`src/design/status_pkg.sv`:
```
// Package: register map, field layout and constants of the status readout block.
// Assumes a byte-wide register port decoded from a 16-bit SPI register address.
package status_pkg;
  localparam logic [15:0] status_byte0_addr = 16'h0205;
  localparam logic [15:0] status_byte1_addr = 16'h0206;
  localparam logic [15:0] status_byte2_addr = 16'h0207;
  localparam logic [15:0] status_select_addr = 16'h0306;
  localparam logic [15:0] base_address_low_addr = 16'h0307;
  localparam logic [15:0] base_address_high_addr = 16'h0308;
  localparam logic [15:0] otp_download_command_addr = 16'h0400;
  localparam logic [15:0] otp_default_first_addr = 16'h1000;
  localparam logic [15:0] otp_default_last_addr = 16'h1022;
  localparam int otp_default_count = 35;

  localparam logic [7:0] base_address_reset = 8'h00;
  localparam logic [3:0] select_reset = 4'h0;
  localparam logic [15:0] upper_reset = 16'h0000;
  localparam logic [7:0] cmd_otp_download = 8'h00;
  localparam logic [7:0] cmd_checksum = 8'hff;
  localparam logic [3:0] base_select_use_base = 4'hf;

  typedef enum logic [3:0] {
    sel_period = 4'h0, sel_rpm = 4'h1, sel_in_duty = 4'h2, sel_in_period = 4'h3,
    sel_in_high = 4'h4, sel_drive_target = 4'h5, sel_pi_duty = 4'h6,
    sel_energize_pos = 4'h7, sel_phase_conn = 4'h8, sel_crc = 4'h9,
    sel_max_duty = 4'ha, sel_lead_target = 4'hb, sel_lead_applied = 4'hc,
    sel_seq_state = 4'hd, sel_monitor_target = 4'he, sel_none = 4'hf
  } status_select_e;

  // Time base of the rotation period counter
  localparam int time_base_khz = 500;
  localparam int clock_khz = 250000;
  localparam int period_tick_cycles = 2 * clock_khz / time_base_khz;
  localparam int rpm_numerator = 60 * time_base_khz * 1000 / 2;
  localparam int duty_scale_shift = 10;

  localparam int period_w = 20;
  localparam int rpm_w = 15;
  localparam int duty_w = 10;
  localparam int pwm_count_w = 22;
  localparam int target_w = 15;
  localparam int lead_w = 5;
endpackage

```
`src/design/rotation_period_meter.sv`:
```
// Rotation period counter and rpm conversion.
// Assumes commutation_edge is a synchronous one-cycle pulse per electrical turn.
`timescale 1ns/1ps
module rotation_period_meter
  import status_pkg::*;
(
  input wire logic ref_clk,
  input wire logic rst_b,
  input wire logic clk_en,
  input wire logic commutation_edge,
  output logic [period_w-1:0] rotation_period_count,
  output logic [rpm_w-1:0] rotation_rpm
);
  localparam logic [9:0] tick_last = 10'(period_tick_cycles - 1);
  localparam logic [period_w-1:0] period_max = '1;
  localparam logic [31:0] rpm_num = 32'(rpm_numerator);
  localparam logic [rpm_w-1:0] rpm_max = '1;

  logic [9:0] tick_q;
  logic [period_w-1:0] run_q;
  logic [31:0] quot;

  // One count per two periods of the time base
  always_ff @(posedge ref_clk or negedge rst_b) begin
    if (!rst_b) begin
      tick_q <= '0;
    end else if (clk_en) begin
      tick_q <= (tick_q == tick_last || commutation_edge) ? '0 : tick_q + 10'h001;
    end
  end

  always_ff @(posedge ref_clk or negedge rst_b) begin
    if (!rst_b) begin
      run_q <= '0;
      rotation_period_count <= '0;
    end else if (clk_en) begin
      if (commutation_edge) begin
        // A tick that lands on the closing edge still belongs to this period
        rotation_period_count <= (tick_q == tick_last && run_q != period_max) ?
                                 run_q + 20'h00001 : run_q;
        run_q <= '0;
      end else if (tick_q == tick_last && run_q != period_max) begin
        run_q <= run_q + 20'h00001;
      end
    end
  end

  // Divider kept combinational; a registered result follows one cycle later
  assign quot = (rotation_period_count == '0) ? 32'hffffffff :
                rpm_num / {12'h000, rotation_period_count};

  always_ff @(posedge ref_clk or negedge rst_b) begin
    if (!rst_b) begin
      rotation_rpm <= '0;
    end else if (clk_en) begin
      rotation_rpm <= (quot > {17'h00000, rpm_max}) ? rpm_max : quot[rpm_w-1:0];
    end
  end
endmodule

```
`src/design/status_readout.sv`:
```
// Status readout multiplexer, short-access base register and OTP command trigger.
// Assumes an SPI slave front end on ref_clk that issues one-cycle read and write
// strobes with a decoded 16-bit address; monitor values come from logic on ref_clk.
`timescale 1ns/1ps
// Behaviour
// Status word as three consecutive byte registers
// Low-byte read latches upper two bytes
// Upper bytes read zero before first latch
// Select 0 gives 20-bit rotation period
// Period counts per two 500 kHz ticks
// Select 1 gives 15-bit rpm, 60/period
// Select 2 gives 10-bit input duty
// Select 3/4 give input period, high counts
// Select 5 gives 15-bit drive target
// Select 6 gives 10-bit PI duty
// Select 7 gives energizing position
// Select 8 gives phase connection flags
// Select 9 gives register CRC remainder
// Select A gives max duty; clamps outputs
// Select B gives lead angle target
// Select C gives applied lead angle
// Select D gives sequencer state bits
// Select E gives monitor target, loop flag
// Base register used when base-select is F
// Command 00h downloads, FFh checksums
// Commands ignored while OTP busy
// OTP defaults readable at any time
// Unassigned bits and select F read zero
module status_readout
  import status_pkg::*;
(
  input wire logic ref_clk,
  input wire logic rst_b,
  input wire logic clk_en,
  input wire logic reg_read,
  input wire logic reg_write,
  input wire logic [15:0] reg_addr,
  input wire logic [7:0] reg_wdata,
  output logic [7:0] reg_rdata,
  output logic reg_hit,
  input wire logic [3:0] base_select_field,
  input wire logic [15:0] long_address,
  output logic [15:0] resolved_address,
  input wire logic commutation_edge,
  input wire logic [duty_w-1:0] input_pwm_duty,
  input wire logic [pwm_count_w-1:0] input_pwm_period_count,
  input wire logic [pwm_count_w-1:0] input_pwm_high_count,
  input wire logic [target_w-1:0] drive_target,
  input wire logic [duty_w-1:0] pi_output_duty,
  input wire logic [7:0] energizing_position,
  input wire logic [2:0] phase_connected,
  input wire logic [7:0] register_crc_remainder,
  input wire logic [duty_w-1:0] max_output_duty,
  input wire logic [duty_w-1:0] phase_duty_request,
  output logic [duty_w-1:0] phase_duty_clamped,
  input wire logic [lead_w-1:0] lead_angle_target,
  input wire logic [lead_w-1:0] lead_angle_applied,
  input wire logic window_change_active,
  input wire logic zero_cross_detect_active,
  input wire logic hiz_window_active,
  input wire logic [target_w-1:0] monitor_target,
  input wire logic closed_loop_indicator_n,
  input wire logic otp_busy_flag,
  output logic otp_download_start,
  output logic checksum_start,
  output logic otp_default_read,
  output logic [5:0] otp_default_index
);
  logic [3:0] select_q;
  logic [7:0] base_low_q;
  logic [7:0] base_high_q;
  logic [15:0] upper_q;
  logic [23:0] status_word;
  logic [period_w-1:0] rotation_period_count;
  logic [rpm_w-1:0] rotation_rpm;
  logic [7:0] rdata_d;
  logic hit_d;
  logic otp_region;

  rotation_period_meter meter (
    .ref_clk(ref_clk),
    .rst_b(rst_b),
    .clk_en(clk_en),
    .commutation_edge(commutation_edge),
    .rotation_period_count(rotation_period_count),
    .rotation_rpm(rotation_rpm)
  );

  // Source selection; every unlisted bit stays zero
  always_comb begin
    status_word = '0;
    case (status_select_e'(select_q))
      sel_period: status_word[period_w-1:0] = rotation_period_count;
      sel_rpm: status_word[rpm_w-1:0] = rotation_rpm;
      sel_in_duty: status_word[duty_w-1:0] = input_pwm_duty;
      sel_in_period: status_word[pwm_count_w-1:0] = input_pwm_period_count;
      sel_in_high: status_word[pwm_count_w-1:0] = input_pwm_high_count;
      sel_drive_target: status_word[target_w-1:0] = drive_target;
      sel_pi_duty: status_word[duty_w-1:0] = pi_output_duty;
      sel_energize_pos: status_word[7:0] = energizing_position;
      sel_phase_conn: status_word[3:0] = {&phase_connected, phase_connected};
      sel_crc: status_word[7:0] = register_crc_remainder;
      sel_max_duty: status_word[duty_w-1:0] = max_output_duty;
      sel_lead_target: status_word[lead_w-1:0] = lead_angle_target;
      sel_lead_applied: status_word[lead_w-1:0] = lead_angle_applied;
      sel_seq_state: begin
        status_word[2:0] = {window_change_active, zero_cross_detect_active,
                            hiz_window_active};
      end
      sel_monitor_target: begin
        status_word[15:0] = {closed_loop_indicator_n, monitor_target};
      end
      default: status_word = '0;
    endcase
  end

  // Duty clamp toward the phase outputs
  always_ff @(posedge ref_clk or negedge rst_b) begin
    if (!rst_b) begin
      phase_duty_clamped <= '0;
    end else if (clk_en) begin
      phase_duty_clamped <= (phase_duty_request > max_output_duty) ?
                            max_output_duty : phase_duty_request;
    end
  end

  // Snapshot of upper bytes on low-byte read keeps the word coherent
  always_ff @(posedge ref_clk or negedge rst_b) begin
    if (!rst_b) begin
      upper_q <= upper_reset;
    end else if (clk_en) begin
      if (reg_read && reg_addr == status_byte0_addr) begin
        upper_q <= status_word[23:8];
      end
    end
  end

  always_ff @(posedge ref_clk or negedge rst_b) begin
    if (!rst_b) begin
      select_q <= select_reset;
      base_low_q <= base_address_reset;
      base_high_q <= base_address_reset;
    end else if (clk_en && reg_write) begin
      if (reg_addr == status_select_addr) begin
        select_q <= reg_wdata[3:0];
      end
      if (reg_addr == base_address_low_addr) begin
        base_low_q <= reg_wdata;
      end
      if (reg_addr == base_address_high_addr) begin
        base_high_q <= reg_wdata;
      end
    end
  end

  // Address resolution for short-format frames
  always_comb begin
    resolved_address = (base_select_field == base_select_use_base) ?
                       {base_high_q, base_low_q} : long_address;
  end

  // Command strobes; a busy OTP swallows the write entirely
  always_ff @(posedge ref_clk or negedge rst_b) begin
    if (!rst_b) begin
      otp_download_start <= 1'b0;
      checksum_start <= 1'b0;
    end else if (clk_en) begin
      otp_download_start <= 1'b0;
      checksum_start <= 1'b0;
      if (reg_write && reg_addr == otp_download_command_addr && !otp_busy_flag) begin
        otp_download_start <= (reg_wdata == cmd_otp_download);
        checksum_start <= (reg_wdata == cmd_checksum);
      end
    end
  end

  // Defaults region is passed to the OTP array regardless of busy
  assign otp_region = reg_addr >= otp_default_first_addr &&
                      reg_addr <= otp_default_last_addr;

  always_comb begin
    rdata_d = 8'h00;
    hit_d = 1'b1;
    case (reg_addr)
      status_byte0_addr: rdata_d = status_word[7:0];
      status_byte1_addr: rdata_d = upper_q[7:0];
      status_byte2_addr: rdata_d = upper_q[15:8];
      status_select_addr: rdata_d = {4'h0, select_q};
      base_address_low_addr: rdata_d = base_low_q;
      base_address_high_addr: rdata_d = base_high_q;
      default: hit_d = 1'b0;
    endcase
  end

  always_ff @(posedge ref_clk or negedge rst_b) begin
    if (!rst_b) begin
      reg_rdata <= 8'h00;
      reg_hit <= 1'b0;
      otp_default_read <= 1'b0;
      otp_default_index <= '0;
    end else if (clk_en) begin
      reg_hit <= reg_read && hit_d;
      otp_default_read <= reg_read && otp_region;
      otp_default_index <= 6'(reg_addr - otp_default_first_addr);
      if (reg_read) begin
        reg_rdata <= rdata_d;
      end
    end
  end
endmodule

```
`config.mk`:
```
export PLATFORM = sky130hd
export DESIGN_NAME = status_readout
export DESIGN_NICKNAME = d
export VERILOG_FILES = /design/src/design/status_pkg.sv /design/src/design/rotation_period_meter.sv /design/src/design/status_readout.sv
export SDC_FILE = /design/constraint.sdc
export NUM_CORES = 1
export LEC_CHECK = 0
export BUFFER_PORTS_ARGS = -buffer_cell sky130_fd_sc_hd__buf_2
export CAP_MARGIN = 20
export CORE_MARGIN = 3
export CORE_UTILIZATION = 45
export CTS_CLUSTER_SIZE = 30
export DETAILED_ROUTE_END_ITERATION = 10
export PLACE_DENSITY_LB_ADDON = 0.2
export RECOVER_POWER = 50
export SYNTH_ARGS = -nofsm -noshare
export SYNTH_HDL_FRONTEND = slang
export SYNTH_SLANG_ARGS = --single-unit
```
`constraint.sdc`:
```
create_clock -name ref_clk -period 98.7 [get_ports ref_clk]
set_clock_uncertainty 0.05 [all_clocks]
set_input_delay 14.805 -clock ref_clk [delete_from_list [all_inputs] [get_ports ref_clk]]
set_output_delay 14.805 -clock ref_clk [all_outputs]
set_load 0.005 [all_outputs]
```
Word level (Yosys, flattened, before mapping)
Index checks and enable logic that the tools add are counted.
{ "op_classes": {"n_addsub": 3, "multipliers": 0, "div": 1, "order_cmp": 4, "eq_ne": 25, "shifts": 0, "muxes": 20, "bitwise": 0, "reduce_logical": 21} }
{ "ops": {"columns": ["operator", "count"], "rows": [
  ["$eq 16x10->1 const B", 6],
  ["$pmux 8 s6", 1],
  ["$pmux 3 s15", 1],
  ["$mux 20", 2],
  ["$pmux 3 s11", 1],
  ["$div 24x20->32 const A", 1],
  ["$eq 4x4->1 const B", 8],
  ["$gt 32x15->1 const B", 1],
  ["$mux 32", 1],
  ["$pmux 5 s6", 1],
  ["$add 20x1->20 const B", 1],
  ["$logic_not 20->1", 1],
  ["$mux 10", 2],
  ["$ne 20x20->1 const B", 1],
  ["$pmux 2 s9", 1],
  ["$eq 16x11->1 const B", 1],
  ["$eq 4x3->1 const B", 4],
  ["$ge 16x13->1 const B", 1],
  ["$le 16x13->1 const B", 1],
  ["$mux 16", 1],
  ["$mux 15", 1],
  ["$pmux 1 s14", 1],
  ["$pmux 1 s13", 1],
  ["$pmux 4 s3", 1],
  ["18 further kinds", 33]
]} }
{ "word_totals": {"regBits": 127, "latch_bits": 0, "ram_bits": 0, "mem_bits_ro": 0, "inputBits": 198, "out_inout_bits": 44, "mem_count": 0} }

Depth between registers and ports, before layout
Gate-level depths: netlist (run 1).
{ "logic_depth": {"ltp_word": 4, "depth_mapped": 431} }

Modules after synthesis
Synthesis (run 1) repeated with hierarchy kept, for this count alone.
{ "unflattened": {"hier_cells": 4826, "hier_area_um2": 34896.0} }
{ "by_module_without_submodules": {"columns": ["mod", "n_inst", "cells_per_inst", "area_each_um2", "seq_area_each_um2"], "rows": [
  ["rotation_period_meter", 1, 4284, 29935.0, 1626.6],
  ["status_readout", 1, 542, 4961.0, 1551.5]
]} }

Worst setup path after synthesis (run 1)
OpenSTA, ideal clock, no wires.
{ "synth_timing": {"kind": "register -> register", "startpoint": "register meter.rotation_period_count[1]", "endpoint": "register meter.rotation_rpm[0]", "arrival_time_ns": 78.600, "path_slack_ns": 19.924, "stages_incl_launch_ff": 402, "path_buffers": 47, "synth_period_minus_slack_ns": 78.776, "cell_sequence": "dfrtp_1 -> buf_2 -> inv_1 -> ha_1 -> o22ai_1 -> and3_1 -> ha_1 -> nor2_1 -> a211oi_2 -> mux2i_1 -> a21oi_1 -> nor2_1 -> ha_1 -> a31oi_1 -> a21bo_2 -> o221ai_1 -> inv_1 -> ha_1 -> [... 366 more ...] -> nor3_1 -> and4b_2 -> and3_1 -> buf_2 -> buf_2 -> nand2_1 -> o31ai_1 -> ha_1 -> a21o_1 -> a21o_1 -> a21oi_1 -> nor2_1 -> a211oi_1 -> o21ai_0 -> nor4b_1 -> o211ai_1 -> or3_1 -> o32a_1"} }
{ "synth_between": {"elab_chain_len": 4} }
{ "synth_rtl": {"columns": ["item", "line", "text"], "rows": [
  ["start: declaration", "rotation_period_meter.sv:11", "output logic [period_w-1:0] rotation_period_count,"],
  ["start signal: assignment", "rotation_period_meter.sv:39", "rotation_period_count <= (tick_q == tick_last && run_q != period_max) ?"],
  ["$div 24x20->32 / $logic_not 20->1 (equally long branches)", "rotation_period_meter.sv:50, rotation_period_meter.sv:49", null],
  ["$mux 32 (*)", "rotation_period_meter.sv:49", "assign quot = (rotation_period_count == '0) ? 32'hffffffff :"],
  ["$gt 32x15->1", "rotation_period_meter.sv:56", "rotation_rpm <= (quot > {17'h00000, rpm_max}) ? rpm_max : quot[rpm_w-1:0];"],
  ["$mux 15 (*)", "rotation_period_meter.sv:56", null],
  ["end signal: assignment", "rotation_period_meter.sv:56", null],
  ["end: declaration", "rotation_period_meter.sv:12", "output logic [rpm_w-1:0] rotation_rpm"]
]} }
Mark *: on every way between the ends. The rest lies on a longest branch, timed or not.
A chain may end at the register's enable or synchronous reset.

Final worst setup path (run 1)
Ends and elaborated chain as after synthesis.

==> results of run 1 <==
## metal layers
layer / vias up / GRT usage, %
met5: - / 0
met4: 0 / 11.7
li1: 18300 / -
met2: 1446 / 50.2
met1: 17600 / 40.4
met3: 280 / 3.78
## logic make-up after synthesis
kind of cell | after synthesis | share of synthesized area, %
adder cells (fa/ha/maj) | 429 | 15.7
flip-flops | 127 | 9.28
multiplexers | 207 | 6.59
other | 1 | 0.0110
XOR/XNOR | 284 | 7.29
buffers and inverters | 318 | 3.66
AO/OA/AOI/OAI | 1710 | 33.7
AND/OR/NAND/NOR | 1673 | 23.8
## worst min-delay path, cell delays in order, from the launching register on
cell and delay [ps]:
dfrtp_1 350, nand2_1 50, nand2_1 50
## layout make-up
type	instances	area, µm²	share of cell area (%)
Inverter	169	634	1.71
Antenna cell	1	2.50	0.00675
Timing Repair Buffer	300	1620	4.36
Clock buffer	17	425	1.15
Multi-Input combinational cell	4304	29900	80.5
Sequential cell	127	3180	8.58
Tap cell	969	1210	3.27
Clock inverter	15	145	0.392
## metrics by stage
step	utilization [%]	instance area, µm²	hold WS [ps]
floorplan	-	34200	413
global route	49.5	37100	446
CTS	49.5	37100	420
finish	49.5	37100	424
detailed placement	48.7	36500	404
global placement	48.7	36500	395
## cell usage after synthesis, drive strengths merged (24+ instances only)
cell type / number
a211oi: 39
a21boi: 34
a21o: 141
a21oi: 448
a221oi: 24
a22oi: 33
a31oi: 57
and2: 48
and3: 33
buf: 42
clkbuf: 107
dfrtp: 127
ha: 429
inv: 169
mux2: 144
mux2i: 63
nand2: 407
nand2b: 110
nand3: 109
nand4: 44
nor2: 509
nor2b: 59
nor3: 146
nor4: 40
o211ai: 27
o21a: 180
o21ai: 308
o21bai: 30
o31ai: 92
or2: 38
or3: 50
xnor2: 195
xor2: 89
## path summary, 6_finish.rpt
check / startpoint / to / slack (ps)
max in group asynchronous: rst_b / meter.rotation_rpm[3] / 78050
min in group asynchronous: rst_b / otp_default_index[5] / 15480
max reg2reg: meter.rotation_period_count[1] / meter.rotation_rpm[0] / 10140
max: meter.rotation_period_count[1] / meter.rotation_rpm[0] / 10140
min reg2reg: reg_rdata[3] / reg_rdata[3] / 420
min: reg_rdata[3] / reg_rdata[3] / 420
## registers in the layout, summed over array words and instances, names as in the netlist
register and flops:
reg_rdata 8, base_low_q 8, base_high_q 8, meter.run_q 20, meter.rotation_rpm 15, otp_default_read 1, reg_hit 1, phase_duty_clamped 10
upper_q 14, meter.rotation_period_count 20, checksum_start 1, otp_download_start 1, select_q 4, otp_default_index 6, meter.tick_q 10
==> flow_summary.ini, run 1 <==
[placed_design]
dp_cells = 5865
io_buffers = 241
gp_congestion = 0.980
post-dp-hpwl_um = 98200
place_ws_ps = 11410

[logic_synthesis]
ys_seq_area_share_pct = 9.28
synthTopCellsByArea = ha_1 16%, dfrtp_1 9.3%, a21oi_1 6.5%
synth_top_area_share_pct = 15.7
yosysWarnings = 0
synth_edf_count = 0
syn-num-nets = 5376
ys.flop_type = dfrtp_1
synth-seq-cells = 127
avgSynthCellArea_um2 = 7.21
synthCells = 4749
yosysUniqueCellTypes = 123
async_flop_share_pct = 100
synth_area_leader_cell = ha_1
syn_area_mm2 = 0.0342

[timing]
max_freq_mhz = 11.3
min_period_ps = 88560
tightest_slew_ps = 3870
drv_slew = 159
setup_viol = 0
max_slew_margin_pct = -158
finalCritPeriodShare_pct = 89.7
rsz0062_at_grt = no
hold_violations = 0
setup_slack_ps = 10140
tns_ps = 0

[global_route]
grt_pass1_wl_um = 192000
grt_pass1_vias = 33700
antenna_found_initial = 2
overflow = 0
grtUsageTotal_pct = 30.4
grt_max_degree = 66

[outcome]
status = complete, but fails checks
violations = capacitance limit, slew limit

[final_layout]
layout_commonest_cell = nor2_1
drive_gt1_share_pct = 11.7
syn_to_final_growth_pct = 8.27
nFillCells = 7544
final_cell_mix = 504 x nor2_1, 444 x a21oi_1, 429 x ha_1
nNetsFinal = 5546
stdcell_count = 5902

[min_path]
hp-class = reg -> reg
whs_path_depth = 2

[route]
wl_met1_um = 55400
ant_nets = 0
vias = 37600
drc_errors = 0
drtIter0Drc = 3405
met3_length_um = 8820
vias_per_cell = 6.38
top_layer_used = met4
wire_per_inst_um = 21.5
drt_pass1_iterations = 8
wl_um = 127000
met2_length_um = 57800

[die]
start_util_pct = 45.7
die-height_um = 282
die_w_um = 282
rows = 100
core_region_area_mm2 = 0.0749
ioPinCount = 242
dieArea_mm2 = 0.0794

[clock_tree]
clk-insertion-delay-late_ps = 470
cts-root-buf = clkbuf_16
clockBufferDepth = 2
cts_buffers = 17
post-cts-setup-buffer-count = 0
cts_hold_buf = 0
cts_tree = done
clock-sinks = 127
cts.clk_slew.worst_paths_ps = 70
cts.htree.levels = 4
cts_resized = 0

[setup_path]
crit_fanout = 56
worstSetupEndpointType = register
r2r_cells = 368
cp.required_ps = 99010
cp.depth = 368
critical-path-max-stage-delay_ps = 830
worstSetupPathType = reg -> reg
crit_top_cell = o21a_1
startpoint_type = register
crit_family = compound AO/OA/AOI/OAI gates
critPathSlowestCell = a41oi_1
crit_buf_inv = 12
cp.arrival_ps = 88870

[run]
maxCapViolCount = 3
Power of run 1 is not shown: default switching activity piles up to over one toggle a cycle in this logic, so the estimate is an artifact.
==> run 2, diff against run 1 <==
--- a/config.mk
+++ b/config.mk
@@ -13,6 +13,7 @@
 export DETAILED_ROUTE_END_ITERATION = 10
 export PLACE_DENSITY_LB_ADDON = 0.2
 export RECOVER_POWER = 50
+export REMOVE_ABC_BUFFERS = 1
 export SYNTH_ARGS = -nofsm -noshare
 export SYNTH_HDL_FRONTEND = slang
 export SYNTH_SLANG_ARGS = --single-unit
==> run 2 against run 1 <==
Compared with the run above:
- the flow still finishes with violations (capacitance limit, slew limit)
- die area is the same
- core utilization rose by 0.12 points
- sequential cell count stayed put
- first-iteration DRC count fell by 1.8%
- hold slack improved by 2.8 ps
- critical path depth unchanged
- routed wire length decreased by 2.0%
- global-route usage fell by 0.45 points
- largest cell class unchanged
- highest routed layer unchanged
==> flow_summary.ini, run 2 (same netlist as run 1, synthesis figures left out) <==
[outcome]
status = complete, but fails checks
violations = capacitance limit, slew limit

[route]
ant_nets = 0
vias_per_cell = 6.35
vias = 37500
drt_pass1_iterations = 8
wl_um = 125000
drc_errors = 0
drtIter0Drc = 3345
wire_per_inst_um = 21.1

[clock_tree]
cts.clk_slew.worst_paths_ps = 70
cts_tree = done
cts_hold_buf = 0
cts.htree.levels = 4
clock-sinks = 127
cts-root-buf = clkbuf_16
clk-insertion-delay-late_ps = 440
post-cts-setup-buffer-count = 0
cts_resized = 0
cts_buffers = 17
clockBufferDepth = 2

[timing]
tightest_slew_ps = 4200
tns_ps = 0
drv_slew = 202
hold_violations = 0
min_period_ps = 86980
rsz0062_at_grt = no
setup_viol = 0
finalCritPeriodShare_pct = 88.1
max_freq_mhz = 11.5
max_slew_margin_pct = -180
setup_slack_ps = 11720

[final_layout]
final_util_pct = 49.6
drive_gt1_share_pct = 11.6
syn_to_final_growth_pct = 8.55
nFillCells = 7475
stdcell_count = 5906
layout_commonest_cell = nor2_1
largest_registers = meter.rotation_period_count: 20 flops, meter.run_q: 20 flops, meter.rotation_rpm: 15 flops
nNetsFinal = 5545
final_cell_mix = 505 x nor2_1, 444 x a21oi_1, 429 x ha_1

[min_path]
hp-start = reg_rdata[2]
hold_end = reg_rdata[2]
whs_path_depth = 2
hp-class = reg -> reg

[die]
rows = 100
die_w_um = 282
die-height_um = 282
dieArea_mm2 = 0.0794
core_region_area_mm2 = 0.0749
ioPinCount = 242
start_util_pct = 45.7

[global_route]
overflow = 0
grt_max_degree = 74
grtUsageTotal_pct = 29.9
grt_pass1_wl_um = 191000
antenna_found_initial = 8
grt_pass1_vias = 34800

[placed_design]
gp_congestion = 0.987
place_ws_ps = 13190
post-dp-hpwl_um = 97000
dp_cells = 5867
io_buffers = 241

[setup_path]
crit_fanout = 58
critical-path-max-stage-delay_ps = 800
cp.required_ps = 98980
startpoint_type = register
worstSetupEndpointType = register
worstSetupPathType = reg -> reg
r2r_cells = 368
r2r-start = meter.rotation_period_count[0]
reg2reg_to = meter.rotation_rpm[0]
cp.arrival_ps = 87260
r2r_slack_ps = 11720
crit_start = meter.rotation_period_count[0]
critPathSlowestCell = a41oi_1
crit_top_cell = o21a_1

[run]
maxCapViolCount = 4
-- run 2: cell count changes in the layout (fill, tap and decap cells not counted), sizes merged --
| cell | before | now |
|---|---|---|
| diode | 1 | 6 |
| bufinv | 0 | 4 |
| clkinv | 6 | 2 |
| inv | 177 | 174 |
| buf | 272 | 270 |
| clkbuf | 45 | 47 |
| clkinvlp | 1 | 3 |
-- run 2: worst max path at each step --
| stage | to | slack, ps | cells after the start |
|---|---|---|---|
| 4_1_cts | meter.rotation_rpm[0] | 12880 | 368 |
| 5_1_grt | meter.rotation_rpm[0] | 3750 | 371 |
| 3_5_place_dp | meter.rotation_rpm[0] | 13190 | 367 |
| 6_report | meter.rotation_rpm[0] | 11720 | 368 |
| 2_1_floorplan | meter.rotation_rpm[0] | 15960 | 351 |
| 3_3_place_gp | meter.rotation_rpm[0] | 15040 | 368 |
-- run 2: layer usage --
layer / vias to the layer above / GRT usage (%) / part of all wire, %
li1: 18200 / - / -
met2: 1355 / 48.4 / 45
met4: 0 / 11.1 / 3.8
met5: - / 0 / 0
met1: 17700 / 40.5 / 44
met3: 252 / 4.26 / 7.0
-- run 2: layout make-up --
type                            count  area, µm²  share of cell area (%)
Antenna cell                        6       15.0                  0.0404
Clock inverter                     14        206                   0.556
Sequential cell                   127       3180                    8.56
Clock buffer                       18        429                    1.15
Tap cell                          969       1210                    3.26
Multi-Input combinational cell   4304      29800                    80.3
Inverter                          169        634                    1.71
Timing Repair Buffer              299       1640                    4.42
-- run 2: through the flow --
stage          hold WS [ps]  area [µm²]
6_report                427       37200
5_1_grt                 462       37200
4_1_cts                 421       37200
3_5_place_dp            405       36500
3_3_place_gp            400       36500
2_1_floorplan           413       33600
-- run 2: critical path: cells and delay by family (launching register included) --
family | cells | cell delay (ps)
AO/OA/AOI/OAI | 228 | 50570
adder cells (fa/ha/maj) | 30 | 9570
AND/OR/NAND/NOR | 88 | 19390
multiplexers | 9 | 3050
buffers and inverters | 13 | 3640
flip-flops | 1 | 380
Power of run 2 is left out for the same reason.
